[config.mk]
export PLATFORM = sky130hd
export DESIGN_NAME = bja_datapath
export DESIGN_NICKNAME = d
export VERILOG_FILES = /design/src/pkg/bja_pkg.sv /design/src/bja_word_unit.sv /design/src/bja_datapath.sv
export SDC_FILE = /design/constraint.sdc
export NUM_CORES = 1
export LEC_CHECK = 0
export ABC_AREA = 1
export BUFFER_PORTS_ARGS = -buffer_cell sky130_fd_sc_hd__buf_2
export CAP_MARGIN = 20
export CORE_UTILIZATION = 30
export CTS_CLUSTER_DIAMETER = 30
export DETAILED_ROUTE_END_ITERATION = 10
export HOLD_SLACK_MARGIN = 0.03
export PLACE_DENSITY = 0.5
export SKIP_CTS_REPAIR_TIMING = 1
export SLEW_MARGIN = 15
export SYNTH_ARGS = -nofsm -noshare
export SYNTH_HDL_FRONTEND = slang
export SYNTH_SLANG_ARGS = --single-unit
[constraint.sdc]
create_clock -name clk_sys -period 4.7 [get_ports clk_sys]
set_clock_uncertainty 0.05 [all_clocks]
set_input_delay 1.41 -clock clk_sys [delete_from_list [all_inputs] [get_ports clk_sys]]
set_output_delay 1.41 -clock clk_sys [all_outputs]
set_load 0.05 [all_outputs]
[src/pkg/bja_pkg.sv]
// Package for the byte ALU and jump datapath: opcodes, flag positions,
// cycle counts and widths. Assumes a single 200 MHz core clock.
package bja_pkg;

  localparam int DATA_W = 8;
  localparam int WORD_W = 16;
  localparam int PC_W   = 16;
  localparam int OFFS_W = 12;

  // Status flag positions in the flag vector
  localparam int FLG_C = 0;
  localparam int FLG_Z = 1;
  localparam int FLG_N = 2;
  localparam int FLG_V = 3;
  localparam int FLG_S = 4;
  localparam int FLG_H = 5;

  localparam logic [5:0]      FLAGS_RST = 6'h00;
  localparam logic [PC_W-1:0] PC_RST    = 16'h0000;

  // Cycle counts per operation class
  localparam logic [1:0] CYC_BYTE = 2'h1;
  localparam logic [1:0] CYC_WORD = 2'h2;
  localparam logic [1:0] CYC_JUMP = 2'h2;
  localparam logic [1:0] CYC_CALL = 2'h3;

  typedef enum logic [4:0] {
    OP_ADD, OP_ADD_CARRY, OP_WORD_PLUS_IMMEDIATE, OP_SUB, OP_MINUS_CONSTANT,
    OP_MINUS_WITH_BORROW, OP_MINUS_CONSTANT_BORROW, OP_WORD_MINUS_IMMEDIATE,
    OP_AND, OP_AND_IMMEDIATE, OP_OR, OP_OR_IMMEDIATE, OP_XOR_REGISTERS,
    OP_SET_BITS_MASK, OP_CLEAR_BITS_MASK, OP_ZERO_SIGN_TEST,
    OP_BITWISE_INVERT, OP_TWOS_COMPLEMENT, OP_INC, OP_DEC,
    OP_ZERO_REGISTER, OP_ALL_ONES_REGISTER,
    OP_RELATIVE_JUMP, OP_POINTER_JUMP, OP_RELATIVE_CALL, OP_NOP
  } bja_op_t;

endpackage

[src/bja_word_unit.sv]
// Word add/subtract of an immediate on a register pair, with flags.
// Assumes the caller holds the operands steady while the result is used.
`timescale 1ns/1ps
module bja_word_unit
  import bja_pkg::*;
(
  // Operands
  input  wire logic [WORD_W-1:0] pair_val,
  input  wire logic [5:0]        imm_val,
  input  wire logic              do_sub,
  // Result
  output logic      [WORD_W-1:0] res,
  output logic                   f_c,
  output logic                   f_z,
  output logic                   f_n,
  output logic                   f_v,
  output logic                   f_s
);

  logic [WORD_W:0] ext;

  assign ext = do_sub ? ({1'b0, pair_val} - {11'h000, imm_val})
                      : ({1'b0, pair_val} + {11'h000, imm_val});
  assign res = ext[WORD_W-1:0];
  assign f_c = do_sub ? (res[15] & ~pair_val[15]) : (~res[15] & pair_val[15]);
  assign f_z = (res == 16'h0000);
  assign f_n = res[15];
  assign f_v = do_sub ? (pair_val[15] & ~res[15]) : (~pair_val[15] & res[15]);
  assign f_s = f_n ^ f_v;

endmodule

[src/bja_datapath.sv]
// Byte ALU and program counter datapath of an 8-bit core.
// Assumes the decoder holds op/operands while busy is high and issues
// a start pulse only when busy is low; the register file takes result
// on res_we.
`timescale 1ns/1ps
module bja_datapath
  import bja_pkg::*;
(
  // Clock and reset
  input  wire logic              clk_sys,
  input  wire logic              rst,
  // Request from the decoder
  input  wire logic              start,
  input  wire bja_op_t           op,
  input  wire logic [DATA_W-1:0] rd_val,
  input  wire logic [DATA_W-1:0] rr_val,
  input  wire logic [DATA_W-1:0] k_val,
  input  wire logic [WORD_W-1:0] pair_val,
  input  wire logic [WORD_W-1:0] z_ptr,
  input  wire logic [OFFS_W-1:0] rel_offs,
  // Results
  output logic                   busy,
  output logic                   res_we,
  output logic      [DATA_W-1:0] res_byte,
  output logic                   word_we,
  output logic      [WORD_W-1:0] res_word,
  output logic                   push_we,
  output logic      [PC_W-1:0]   push_addr,
  output logic      [5:0]        flags,
  output logic      [PC_W-1:0]   pc
);

  typedef enum logic [1:0] {ST_IDLE, ST_WAIT} bja_state_t;

  //////////////////////////////////////////////////////////////////////////////
  // Byte arithmetic helpers

  function automatic logic [8:0] add9(input logic [7:0] a, input logic [7:0] b,
                                      input logic ci);
    add9 = {1'b0, a} + {1'b0, b} + {8'h00, ci};
  endfunction

  function automatic logic [8:0] sub9(input logic [7:0] a, input logic [7:0] b,
                                      input logic bi);
    sub9 = {1'b0, a} - {1'b0, b} - {8'h00, bi};
  endfunction

  //////////////////////////////////////////////////////////////////////////////
  // Operand selection and results

  wire logic       cin      = flags[FLG_C];
  wire logic       imm_op   = (op == OP_MINUS_CONSTANT) || (op == OP_MINUS_CONSTANT_BORROW)
                              || (op == OP_AND_IMMEDIATE) || (op == OP_OR_IMMEDIATE)
                              || (op == OP_SET_BITS_MASK) || (op == OP_CLEAR_BITS_MASK);
  wire logic [7:0] opb      = imm_op ? k_val : rr_val;
  wire logic [8:0] add_ext  = add9(rd_val, rr_val,
                                   (op == OP_ADD_CARRY) & cin);
  wire logic       sub_brw  = ((op == OP_MINUS_WITH_BORROW)
                               || (op == OP_MINUS_CONSTANT_BORROW)) & cin;
  wire logic [8:0] sub_ext  = sub9(rd_val, opb, sub_brw);
  wire logic [8:0] cpl_ext  = sub9(8'h00, rd_val, 1'b0);
  wire logic [7:0] and_res  = rd_val & opb;
  wire logic [7:0] or_res   = rd_val | opb;
  wire logic [7:0] xor_res  = rd_val ^ rr_val;
  wire logic [7:0] clr_res  = rd_val & (8'hFF - k_val);
  wire logic [7:0] self_res = rd_val & rd_val;
  wire logic [7:0] inc_res  = rd_val + 8'h01;
  wire logic [7:0] dec_res  = rd_val - 8'h01;

  wire logic [WORD_W-1:0] w_res;
  logic w_c, w_z, w_n, w_v, w_s;

  bja_word_unit u_word (
    .pair_val (pair_val),
    .imm_val  (k_val[5:0]),
    .do_sub   (op == OP_WORD_MINUS_IMMEDIATE),
    .res      (w_res),
    .f_c      (w_c),
    .f_z      (w_z),
    .f_n      (w_n),
    .f_v      (w_v),
    .f_s      (w_s)
  );

  //////////////////////////////////////////////////////////////////////////////
  // Byte result and flag update

  logic [7:0] b_res;
  logic [5:0] f_nxt;
  logic       b_we;

  always_comb begin
    b_res = 8'h00;
    b_we  = 1'b1;
    f_nxt = flags;
    case (op)
      OP_ADD, OP_ADD_CARRY: begin
        b_res = add_ext[7:0];
        f_nxt[FLG_C] = add_ext[8];
        f_nxt[FLG_H] = (rd_val[3] & rr_val[3]) | (rr_val[3] & ~b_res[3])
                       | (~b_res[3] & rd_val[3]);
        f_nxt[FLG_V] = (rd_val[7] & rr_val[7] & ~b_res[7])
                       | (~rd_val[7] & ~rr_val[7] & b_res[7]);
      end
      OP_SUB, OP_MINUS_CONSTANT, OP_MINUS_WITH_BORROW, OP_MINUS_CONSTANT_BORROW: begin
        b_res = sub_ext[7:0];
        f_nxt[FLG_C] = sub_ext[8];
        f_nxt[FLG_H] = (~rd_val[3] & opb[3]) | (opb[3] & b_res[3])
                       | (b_res[3] & ~rd_val[3]);
        f_nxt[FLG_V] = (rd_val[7] & ~opb[7] & ~b_res[7])
                       | (~rd_val[7] & opb[7] & b_res[7]);
      end
      OP_AND, OP_AND_IMMEDIATE, OP_ZERO_SIGN_TEST: begin
        b_res = (op == OP_ZERO_SIGN_TEST) ? self_res : and_res;
        f_nxt[FLG_V] = 1'b0;
      end
      OP_OR, OP_OR_IMMEDIATE, OP_SET_BITS_MASK: begin
        b_res = or_res;
        f_nxt[FLG_V] = 1'b0;
      end
      OP_XOR_REGISTERS: begin
        b_res = xor_res;
        f_nxt[FLG_V] = 1'b0;
      end
      OP_CLEAR_BITS_MASK: begin
        b_res = clr_res;
        f_nxt[FLG_V] = 1'b0;
      end
      OP_BITWISE_INVERT: begin
        b_res = 8'hFF - rd_val;
        f_nxt[FLG_C] = 1'b1;
        f_nxt[FLG_V] = 1'b0;
      end
      OP_TWOS_COMPLEMENT: begin
        b_res = cpl_ext[7:0];
        f_nxt[FLG_C] = (b_res != 8'h00);
        f_nxt[FLG_H] = b_res[3] | rd_val[3];
        f_nxt[FLG_V] = (b_res == 8'h80);
      end
      OP_INC: begin
        b_res = inc_res;
        f_nxt[FLG_V] = (rd_val == 8'h7F);
      end
      OP_DEC: begin
        b_res = dec_res;
        f_nxt[FLG_V] = (rd_val == 8'h80);
      end
      OP_ZERO_REGISTER: begin
        b_res = 8'h00;
        f_nxt[FLG_V] = 1'b0;
      end
      OP_ALL_ONES_REGISTER: begin
        b_res = 8'hFF; // flags untouched
      end
      OP_WORD_PLUS_IMMEDIATE, OP_WORD_MINUS_IMMEDIATE: begin
        b_we = 1'b0;
        f_nxt[FLG_C] = w_c;
        f_nxt[FLG_Z] = w_z;
        f_nxt[FLG_N] = w_n;
        f_nxt[FLG_V] = w_v;
        f_nxt[FLG_S] = w_s;
      end
      default: begin
        b_we = 1'b0; // jumps and idle leave flags alone
      end
    endcase
    if (b_we && (op != OP_ALL_ONES_REGISTER)) begin
      f_nxt[FLG_Z] = (b_res == 8'h00);
      f_nxt[FLG_N] = b_res[7];
      f_nxt[FLG_S] = b_res[7] ^ f_nxt[FLG_V];
    end
  end

  //////////////////////////////////////////////////////////////////////////////
  // Sequencing of multi-cycle operations

  wire logic is_word = (op == OP_WORD_PLUS_IMMEDIATE) || (op == OP_WORD_MINUS_IMMEDIATE);
  wire logic is_jmp  = (op == OP_RELATIVE_JUMP) || (op == OP_POINTER_JUMP);
  wire logic is_call = (op == OP_RELATIVE_CALL);
  wire logic [1:0] cyc_need = is_word ? CYC_WORD : is_jmp ? CYC_JUMP
                              : is_call ? CYC_CALL : CYC_BYTE;
  wire logic [PC_W-1:0] rel_tgt = pc + {{(PC_W-OFFS_W){rel_offs[OFFS_W-1]}}, rel_offs}
                                  + 16'h0001;
  wire logic [PC_W-1:0] pc_tgt  = (op == OP_POINTER_JUMP) ? z_ptr : rel_tgt;

  bja_state_t state_r, state_nxt;
  logic [1:0] cnt_r, cnt_nxt;
  wire logic  accept = start && (state_r == ST_IDLE);
  wire logic  finish = (state_r == ST_IDLE) ? (accept && (cyc_need == CYC_BYTE))
                                            : (cnt_r == 2'h1);

  always_comb begin
    state_nxt = state_r;
    cnt_nxt   = cnt_r;
    case (state_r)
      ST_IDLE: begin
        if (accept && (cyc_need != CYC_BYTE)) begin
          state_nxt = ST_WAIT;
          cnt_nxt   = cyc_need - 2'h1;
        end
      end
      ST_WAIT: begin
        cnt_nxt = cnt_r - 2'h1;
        if (cnt_r == 2'h1) begin
          state_nxt = ST_IDLE;
        end
      end
      default: begin
        state_nxt = ST_IDLE;
      end
    endcase
  end

  assign busy = (state_r != ST_IDLE);

  always_ff @(posedge clk_sys) begin
    if (rst) begin
      state_r <= ST_IDLE;
      cnt_r   <= 2'h0;
    end else begin
      state_r <= state_nxt;
      cnt_r   <= cnt_nxt;
    end
  end

  //////////////////////////////////////////////////////////////////////////////
  // Result registers: updated when the operation completes

  always_ff @(posedge clk_sys) begin
    if (rst) begin
      flags     <= FLAGS_RST;
      pc        <= PC_RST;
      res_byte  <= 8'h00;
      res_word  <= 16'h0000;
      res_we    <= 1'b0;
      word_we   <= 1'b0;
      push_we   <= 1'b0;
      push_addr <= 16'h0000;
    end else begin
      res_we  <= finish && b_we;
      word_we <= finish && is_word;
      push_we <= finish && is_call;
      if (finish) begin
        flags    <= f_nxt;
        res_byte <= b_res;
        res_word <= w_res;
        if (is_jmp || is_call) begin
          pc <= pc_tgt;
        end
        if (is_call) begin
          push_addr <= pc + 16'h0001;
        end
      end
    end
  end
endmodule

==> key figures, run 1 <==
Critical path
  • Critical Path Slowest Stage Cell: ha_1
  • Critical Path Most Common Cell: nand2_1
  • Critical Path RT: between 4 and 5 ns
  • Max incr delay on CP: about 0.35 ns
  • CP endpoint kind: flip-flop
  • Crit path max fanout: 7
  • Crit path kind: input pin to flip-flop
  • CP startpoint kind: input pin
  • Delay-heaviest family, CP: simple AND/OR/NAND/NOR gates
  • Crit path DAT: between 4 and 5 ns
  • CP Buf/Inv Count: 5

GRT
  • Largest net degree at the start of global routing: 47
  • Number of global-route vias before repair: a little over 8,000
  • Initial antenna violation count: 0
  • Residual overflow from global routing: 0
  • Global-route wire length before repair: 43,900 microns
  • Global-route usage over all layers: 0.215

Floorplanning
  • Die Ht: roughly 160 microns
  • Effective utilization at floorplan: 0.309
  • Full die area: 26,000 sq um
  • I/O pins: 142
  • Rows: between 50 and 60
  • Die W: ~160 microns
  • Core area: 24,600 sq um

Placement
  • DP HPWL: 23,100 microns
  • Port Buffers: between 100 and 150
  • Place WS: -0.0127 ns
  • Final GP Congestion: between 1 and 1.5

Logic synthesis
  • Yosys top cell area share: 0.179
  • Synthesized instance count: ~1,300
  • #FFs+latches synth: 68
  • Fraction of registers with async set/reset: 0
  • Sequential area share after synthesis: 0.179
  • Synth warn: 0
  • Mean area per synthesized cell: about 5.9 sq um
  • Post-synth top flop: dfxtp_1
  • Leading area contributor after synthesis: dfxtp_1
  • Number of synthesized flops with an enable pin: 0
  • Ranking of synthesized cells by area: dfxtp_1 18%, nand2_1 16%, ha_1 12%, inv_1 10%, nand3_1 7.8%
  • Synth Net Count: ~1,400
  • Area of the mapped netlist: ~7600 sq um
  • Synth unique cells: 44

Detailed routing
  • ANT nets after route: 0
  • DR WL/cell: 15.7 microns
  • Drt initial violations: between 500 and 600
  • DRT Pass-1 Iters: 6
  • Drt drc: 0
  • Vias per inst: ~4.9
  • Routed via count: ~8,600
  • Routed wire length: ~28,000 microns

Final layout
  • Share of cells above drive strength 1: 0.148
  • NumNets Final: between 1,500 and 2,000
  • Ant. Diodes: 0
  • Area growth syn-to-layout: 20.0%
  • Commonest non-fill, non-tap cells in the layout: 326 x nand2_1, 205 x inv_1, 156 x nor2_1, 141 x buf_2, 118 x nand3_1
  • Core Util, Final: 0.370
  • Commonest non-fill, non-tap cell in the layout: nand2_1

STA
  • Setup WS post-layout: around 0.35 ns
  • Slew headroom: 0.559
  • F_max: roughly 230 MHz
  • Worst Max-Slew Pin Slew: around 0.66 ns
  • RSZ-0062 raised after global routing: false
  • Setup-failing EPs final: 0
  • Crit share post-route: 0.926
  • Final Slew Violations: 0
  • Final Hold Fails: 0
  • Crit path time final: 4.35 ns

Clock tree
  • Root buf cell: clkbuf_16
  • Worst skew pair latency: ~0.33 ns
  • Clk buf depth: 2
  • CTS tree: yes
  • TritonCTS buffer count: 9
  • Clock sink total: just under 70
  • H-tree depth: 3
  • Clock transition at path regs: ~0.060 ns

Power
  • IR drop worst, VDD: around 0.19 mV
  • Power Density: between 200 and 250 nW/um^2
  • Static Leak: 5.19 nW

Flow run
  • Max Cap Viol: 0

Outcome
  • Status: complete, no violations

Hold path
  • Min-delay worst type: flip-flop to flip-flop
[report_power, final]
group / total (mW) / internal, mW / switching [mW]
combinational: 0.880 / 0.272 / 0.609
clock: 0.710 / 0.420 / 0.290
sequential: 0.639 / 0.614 / 0.0244
[routing by layer]
layer  GRT usage  vias up  wire length [microns]
li1            -     4471                      -
met1       0.283     3901                  13100
met2       0.356      226                  12500
met3      0.0444       37                   1620
met4      0.0527        0                    596
met5           0        -                      0
[layout make-up]
class / count / area [sq um]
clock buffer: 9 / 225
clock inverter: 7 / 82.6
fill: 2745 / 15500
inverter: 212 / 796
multi-input combinational: 981 / 5330
sequential: 68 / 1360
tap: 324 / 405
timing repair buffer: 168 / 908
[stage by stage]
| stage | hold WS, ns | setup TNS (ns) | total power [mW] | cell area, sq um | std cells |
|---|---|---|---|---|---|
| after floorplan | 0.383 | 0 | 1.26 | 7590 | 1286 |
| after global placement | 0.402 | -0.0368 | 1.53 | 8790 | 1753 |
| after detailed placement | 0.406 | -0.0127 | 1.53 | 8790 | 1753 |
| after CTS | 0.415 | 0 | 2.24 | 9100 | 1769 |
| after global routing | 0.440 | 0 | 2.38 | 9110 | 1769 |
| final | 0.411 | 0 | 2.23 | 9110 | 1769 |
[worst paths after layout]
path / from / end / slack, ns / cells past startpoint
setup reg to reg: flags[0]$_SDFFE_PP0P_ / flags[1]$_SDFFE_PP0P_ / 1.83 / 17
setup / recovery: op[0] / flags[4]$_SDFFE_PP0P_ / 0.35 / 27
hold reg to reg: cnt_r[1]$_SDFFE_PP0P_ / cnt_r[1]$_SDFFE_PP0P_ / 0.41 / 2
hold / removal: cnt_r[1]$_SDFFE_PP0P_ / cnt_r[1]$_SDFFE_PP0P_ / 0.41 / 2
[logic make-up (layout without fill, tap and decap cells)]
kind of cell,count (synthesis),in the layout,share of synthesized area
fa+ha+maj,82,82,0.142
simple gates,663,663,0.370
flops,68,68,0.179
xor+xnor,30,30,0.0346
buf+inv,237,396,0.121
compound gates,206,206,0.152
[worst reg2reg max path, delay by kind of cell, from the launching register on]
family | cells | cell delay (ns)
AND/OR/NAND/NOR | 14 | 1.21
AO/OA/AOI/OAI | 1 | 0.32
flip-flops | 1 | 0.38
adder cells (fa/ha/maj) | 2 | 0.87
[flip-flops by register name, summed over array words and instances, names as in the netlist]
signal / count
res_word: 16
state_r: 1
push_addr: 16
res_byte: 8
push_we: 1
flags: 6
pc: 16
res_we: 1
word_we: 1
cnt_r: 2
[synth_stat cells (5+ instances only)]
cell	count
xor2_1	20
inv_2	7
ha_1	75
nand2_1	326
nand3_1	118
o31ai_1	5
o21bai_1	5
a21oi_1	78
clkbuf_1	15
inv_1	205
nor2_1	156
nand3b_1	5
nor2_2	5
nand4_1	26
o211ai_1	22
fa_1	7
nor3_1	9
o21ai_0	78
xnor2_1	10
dfxtp_1	68
Note: power is estimated with default switching activity, not from simulation.
==> inputs of run 2 (changes only) <==
MAX_ROUTING_LAYER = met4   (was unset)
==> key figures, run 2 (same netlist as run 1, synthesis figures left out) <==
Outcome
  • Status: complete, no violations

Critical path
  • Crit path DAT: 4.47 ns (-0.10 ns)
  • Crit path kind: input pin to flip-flop
  • Crit path max fanout: 7 (unchanged)
  • Capture point of the worst reg-to-reg path: flags[1]$_SDFFE_PP0P_
  • Critical Path RT: 4.91 ns (about the same)
  • Setup crit start: op[0]
  • R2R cell count: 20 (+3)
  • FF-to-FF setup slack: 1.79 ns (-0.04 ns)
  • Reg-to-Reg Start: flags[0]$_SDFFE_PP0P_
  • CP startpoint kind: input pin
  • Critical Path Sink: flags[4]$_SDFFE_PP0P_
  • CP endpoint kind: flip-flop

GRT
  • Number of global-route vias before repair: 8,283 (+0.86%)
  • Residual overflow from global routing: 0 (unchanged)
  • Global-route wire length before repair: 44,300 microns (+0.98%)
  • Initial antenna violation count: 0 (unchanged)
  • Global-route usage over all layers: 0.223 (+0.00848)
  • Largest net degree at the start of global routing: 47 (unchanged)

Power
  • Power Internal: 1.31 mW (+0.40%)
  • Clock power share: 0.315 (-0.004)
  • NetSw: 895 uW (-3.0%)
  • Reg power frac: 0.290 (+0.003)
  • Power Density: 243 nW/um^2 (-0.87%)
  • Comb pwr share: 0.395 (about the same)
  • Static Leak: 5.18 nW (-0.23%)
  • IR drop worst, VDD: 0.182 mV (-3.0%)
  • Sw frac: 0.406 (-0.00841)

Clock tree
  • H-tree depth: 3 (unchanged)
  • Root buf cell: clkbuf_16
  • Clock transition at path regs: 0.06 ns (about the same)
  • Clock sink total: 68 (unchanged)
  • CTS tree: yes
  • TritonCTS buffer count: 9 (unchanged)
  • Clk buf depth: 2 (unchanged)
  • Worst skew pair latency: 0.33 ns (about the same)

Final layout
  • Top Registers: pc x16, push_addr x16, res_word x16
  • Commonest non-fill, non-tap cells in the layout: 326 x nand2_1, 205 x inv_1, 156 x nor2_1, 141 x buf_2, 118 x nand3_1
  • Sequential cell area: 1360 sq um (unchanged)
  • NumNets Final: 1,597 (-0.063%)
  • Ant. Diodes: 0 (unchanged)
  • Area of the multi-input gates: 5330 sq um (about the same)
  • Core Util, Final: 0.370 (-0.000560)
  • Share of cells above drive strength 1: 0.145 (-0.00267)
  • Area growth syn-to-layout: 19.8%
  • FILL cells: 2,818 (+2.7%)
  • Commonest non-fill, non-tap cell in the layout: nand2_1

Detailed routing
  • Routed wire length: 28,000 microns (+0.50%)
  • Drt initial violations: 618 (+14%)
  • Drt drc: 0 (unchanged)
  • DRT Pass-1 Iters: 6 (unchanged)
  • ANT nets after route: 0 (unchanged)
  • DR WL/cell: 15.8 microns (+0.55%)
  • Routed via count: 8,667 (+0.37%)
  • Vias per inst: 4.90 (+0.43%)

Floorplanning
  • I/O pins: 142 (unchanged)
  • Effective utilization at floorplan: 0.309 (unchanged)
  • Core area: 24,600 sq um (unchanged)
  • Full die area: 26,000 sq um (unchanged)
  • Die W: 161 microns (unchanged)
  • Die Ht: 161 microns (unchanged)
  • Rows: 57 (unchanged)

Placement
  • Place WS: 0.0821 ns (+0.0947 ns)
  • Final GP Congestion: 0.969 (-3.2%)
  • Port Buffers: 141 (unchanged)
  • DP HPWL: 23,100 microns (+0.20%)

STA
  • Crit path time final: 4.27 ns (-0.0816 ns)
  • F_max: 234 MHz (+1.9%)
  • Slew headroom: 0.541 (-0.0178)
  • RSZ-0062 raised after global routing: false
  • Final Hold Fails: 0 (unchanged)
  • Worst Max-Slew Pin Slew: 0.688 ns (+0.0267 ns)
  • WHS: 0.416 ns (+0.00515 ns)
  • Crit share post-route: 0.908 (-0.0174)
  • Setup WS post-layout: 0.431 ns (+0.0816 ns)
  • Setup-failing EPs final: 0 (unchanged)
  • Final Slew Violations: 0 (unchanged)
  • Setup TNS: 0 ns (unchanged)

Flow run
  • Max Cap Viol: 0 (unchanged)

Hold path
  • Min-delay worst type: flip-flop to flip-flop
run 2: worst min-delay path by stage:
stage / cells after the start / end / from / slack [ns]
6_report: 2 / cnt_r[1]$_SDFFE_PP0P_ / cnt_r[1]$_SDFFE_PP0P_ / 0.42
5_1_grt: 2 / cnt_r[1]$_SDFFE_PP0P_ / cnt_r[1]$_SDFFE_PP0P_ / 0.45
4_1_cts: 2 / cnt_r[1]$_SDFFE_PP0P_ / cnt_r[1]$_SDFFE_PP0P_ / 0.42
3_5_place_dp: 2 / cnt_r[1]$_SDFFE_PP0P_ / cnt_r[1]$_SDFFE_PP0P_ / 0.41
3_3_place_gp: 2 / cnt_r[1]$_SDFFE_PP0P_ / cnt_r[1]$_SDFFE_PP0P_ / 0.41
2_1_floorplan: 2 / cnt_r[1]$_SDFFE_PP0P_ / cnt_r[1]$_SDFFE_PP0P_ / 0.38
run 2: layout make-up:
type / count / share of cell area
flip-flops and latches: 68 / 0.150
inverters: 212 / 0.0875
clock inverters: 5 / 0.00674
multi-input cells: 981 / 0.586
well taps: 324 / 0.0446
repair buffers: 167 / 0.0991
clock buffers: 11 / 0.0267
run 2: critical path: stages:
cell,delay [ns]
buf_2,0.11
inv_1,0.06
nand2_1,0.15
nor2_1,0.09
nand2_1,0.07
nand2_1,0.08
inv_2,0.11
nand3_2,0.08
buf_4,0.17
nand2_1,0.07
nand2_1,0.08
ha_1,0.29
inv_1,0.05
ha_1,0.35
a21oi_1,0.24
nor2_1,0.07
nor2_1,0.12
nand3_1,0.09
nand2_1,0.11
nand2_1,0.06
nand2_1,0.05
nor2_1,0.05
nor2_1,0.14
nand3_1,0.11
nand2_1,0.07
nand3_1,0.08
a21oi_1,0.12
run 2: per-layer routing:
metal  global-route usage  share of wire  up-vias
li1                     -              -     4481
met1                0.284           0.47     3886
met2                0.354           0.44      252
met3               0.0444          0.058       48
met4               0.0703          0.030        0
met5                    -              0        -
run 2: power groups by stage:
| stage | Sequential, mW | Clock [mW] | Combinational (mW) |
|---|---|---|---|
| final | 0.639 | 0.694 | 0.872 |
| after CTS | 0.640 | 0.709 | 0.877 |
| after global placement | 0.652 | 0 | 0.875 |
| after detailed placement | 0.652 | 0 | 0.872 |
| after floorplan | 0.771 | 0 | 0.484 |
| after global routing | 0.644 | 0.735 | 0.982 |
run 2: per-stage QoR:
step	cells	power [mW]	area, sq um
floorplan	1286	1.26	7590
global placement	1752	1.53	8790
detailed placement	1752	1.52	8790
CTS	1768	2.23	9090
global route	1768	2.36	9090
finish	1768	2.21	9090
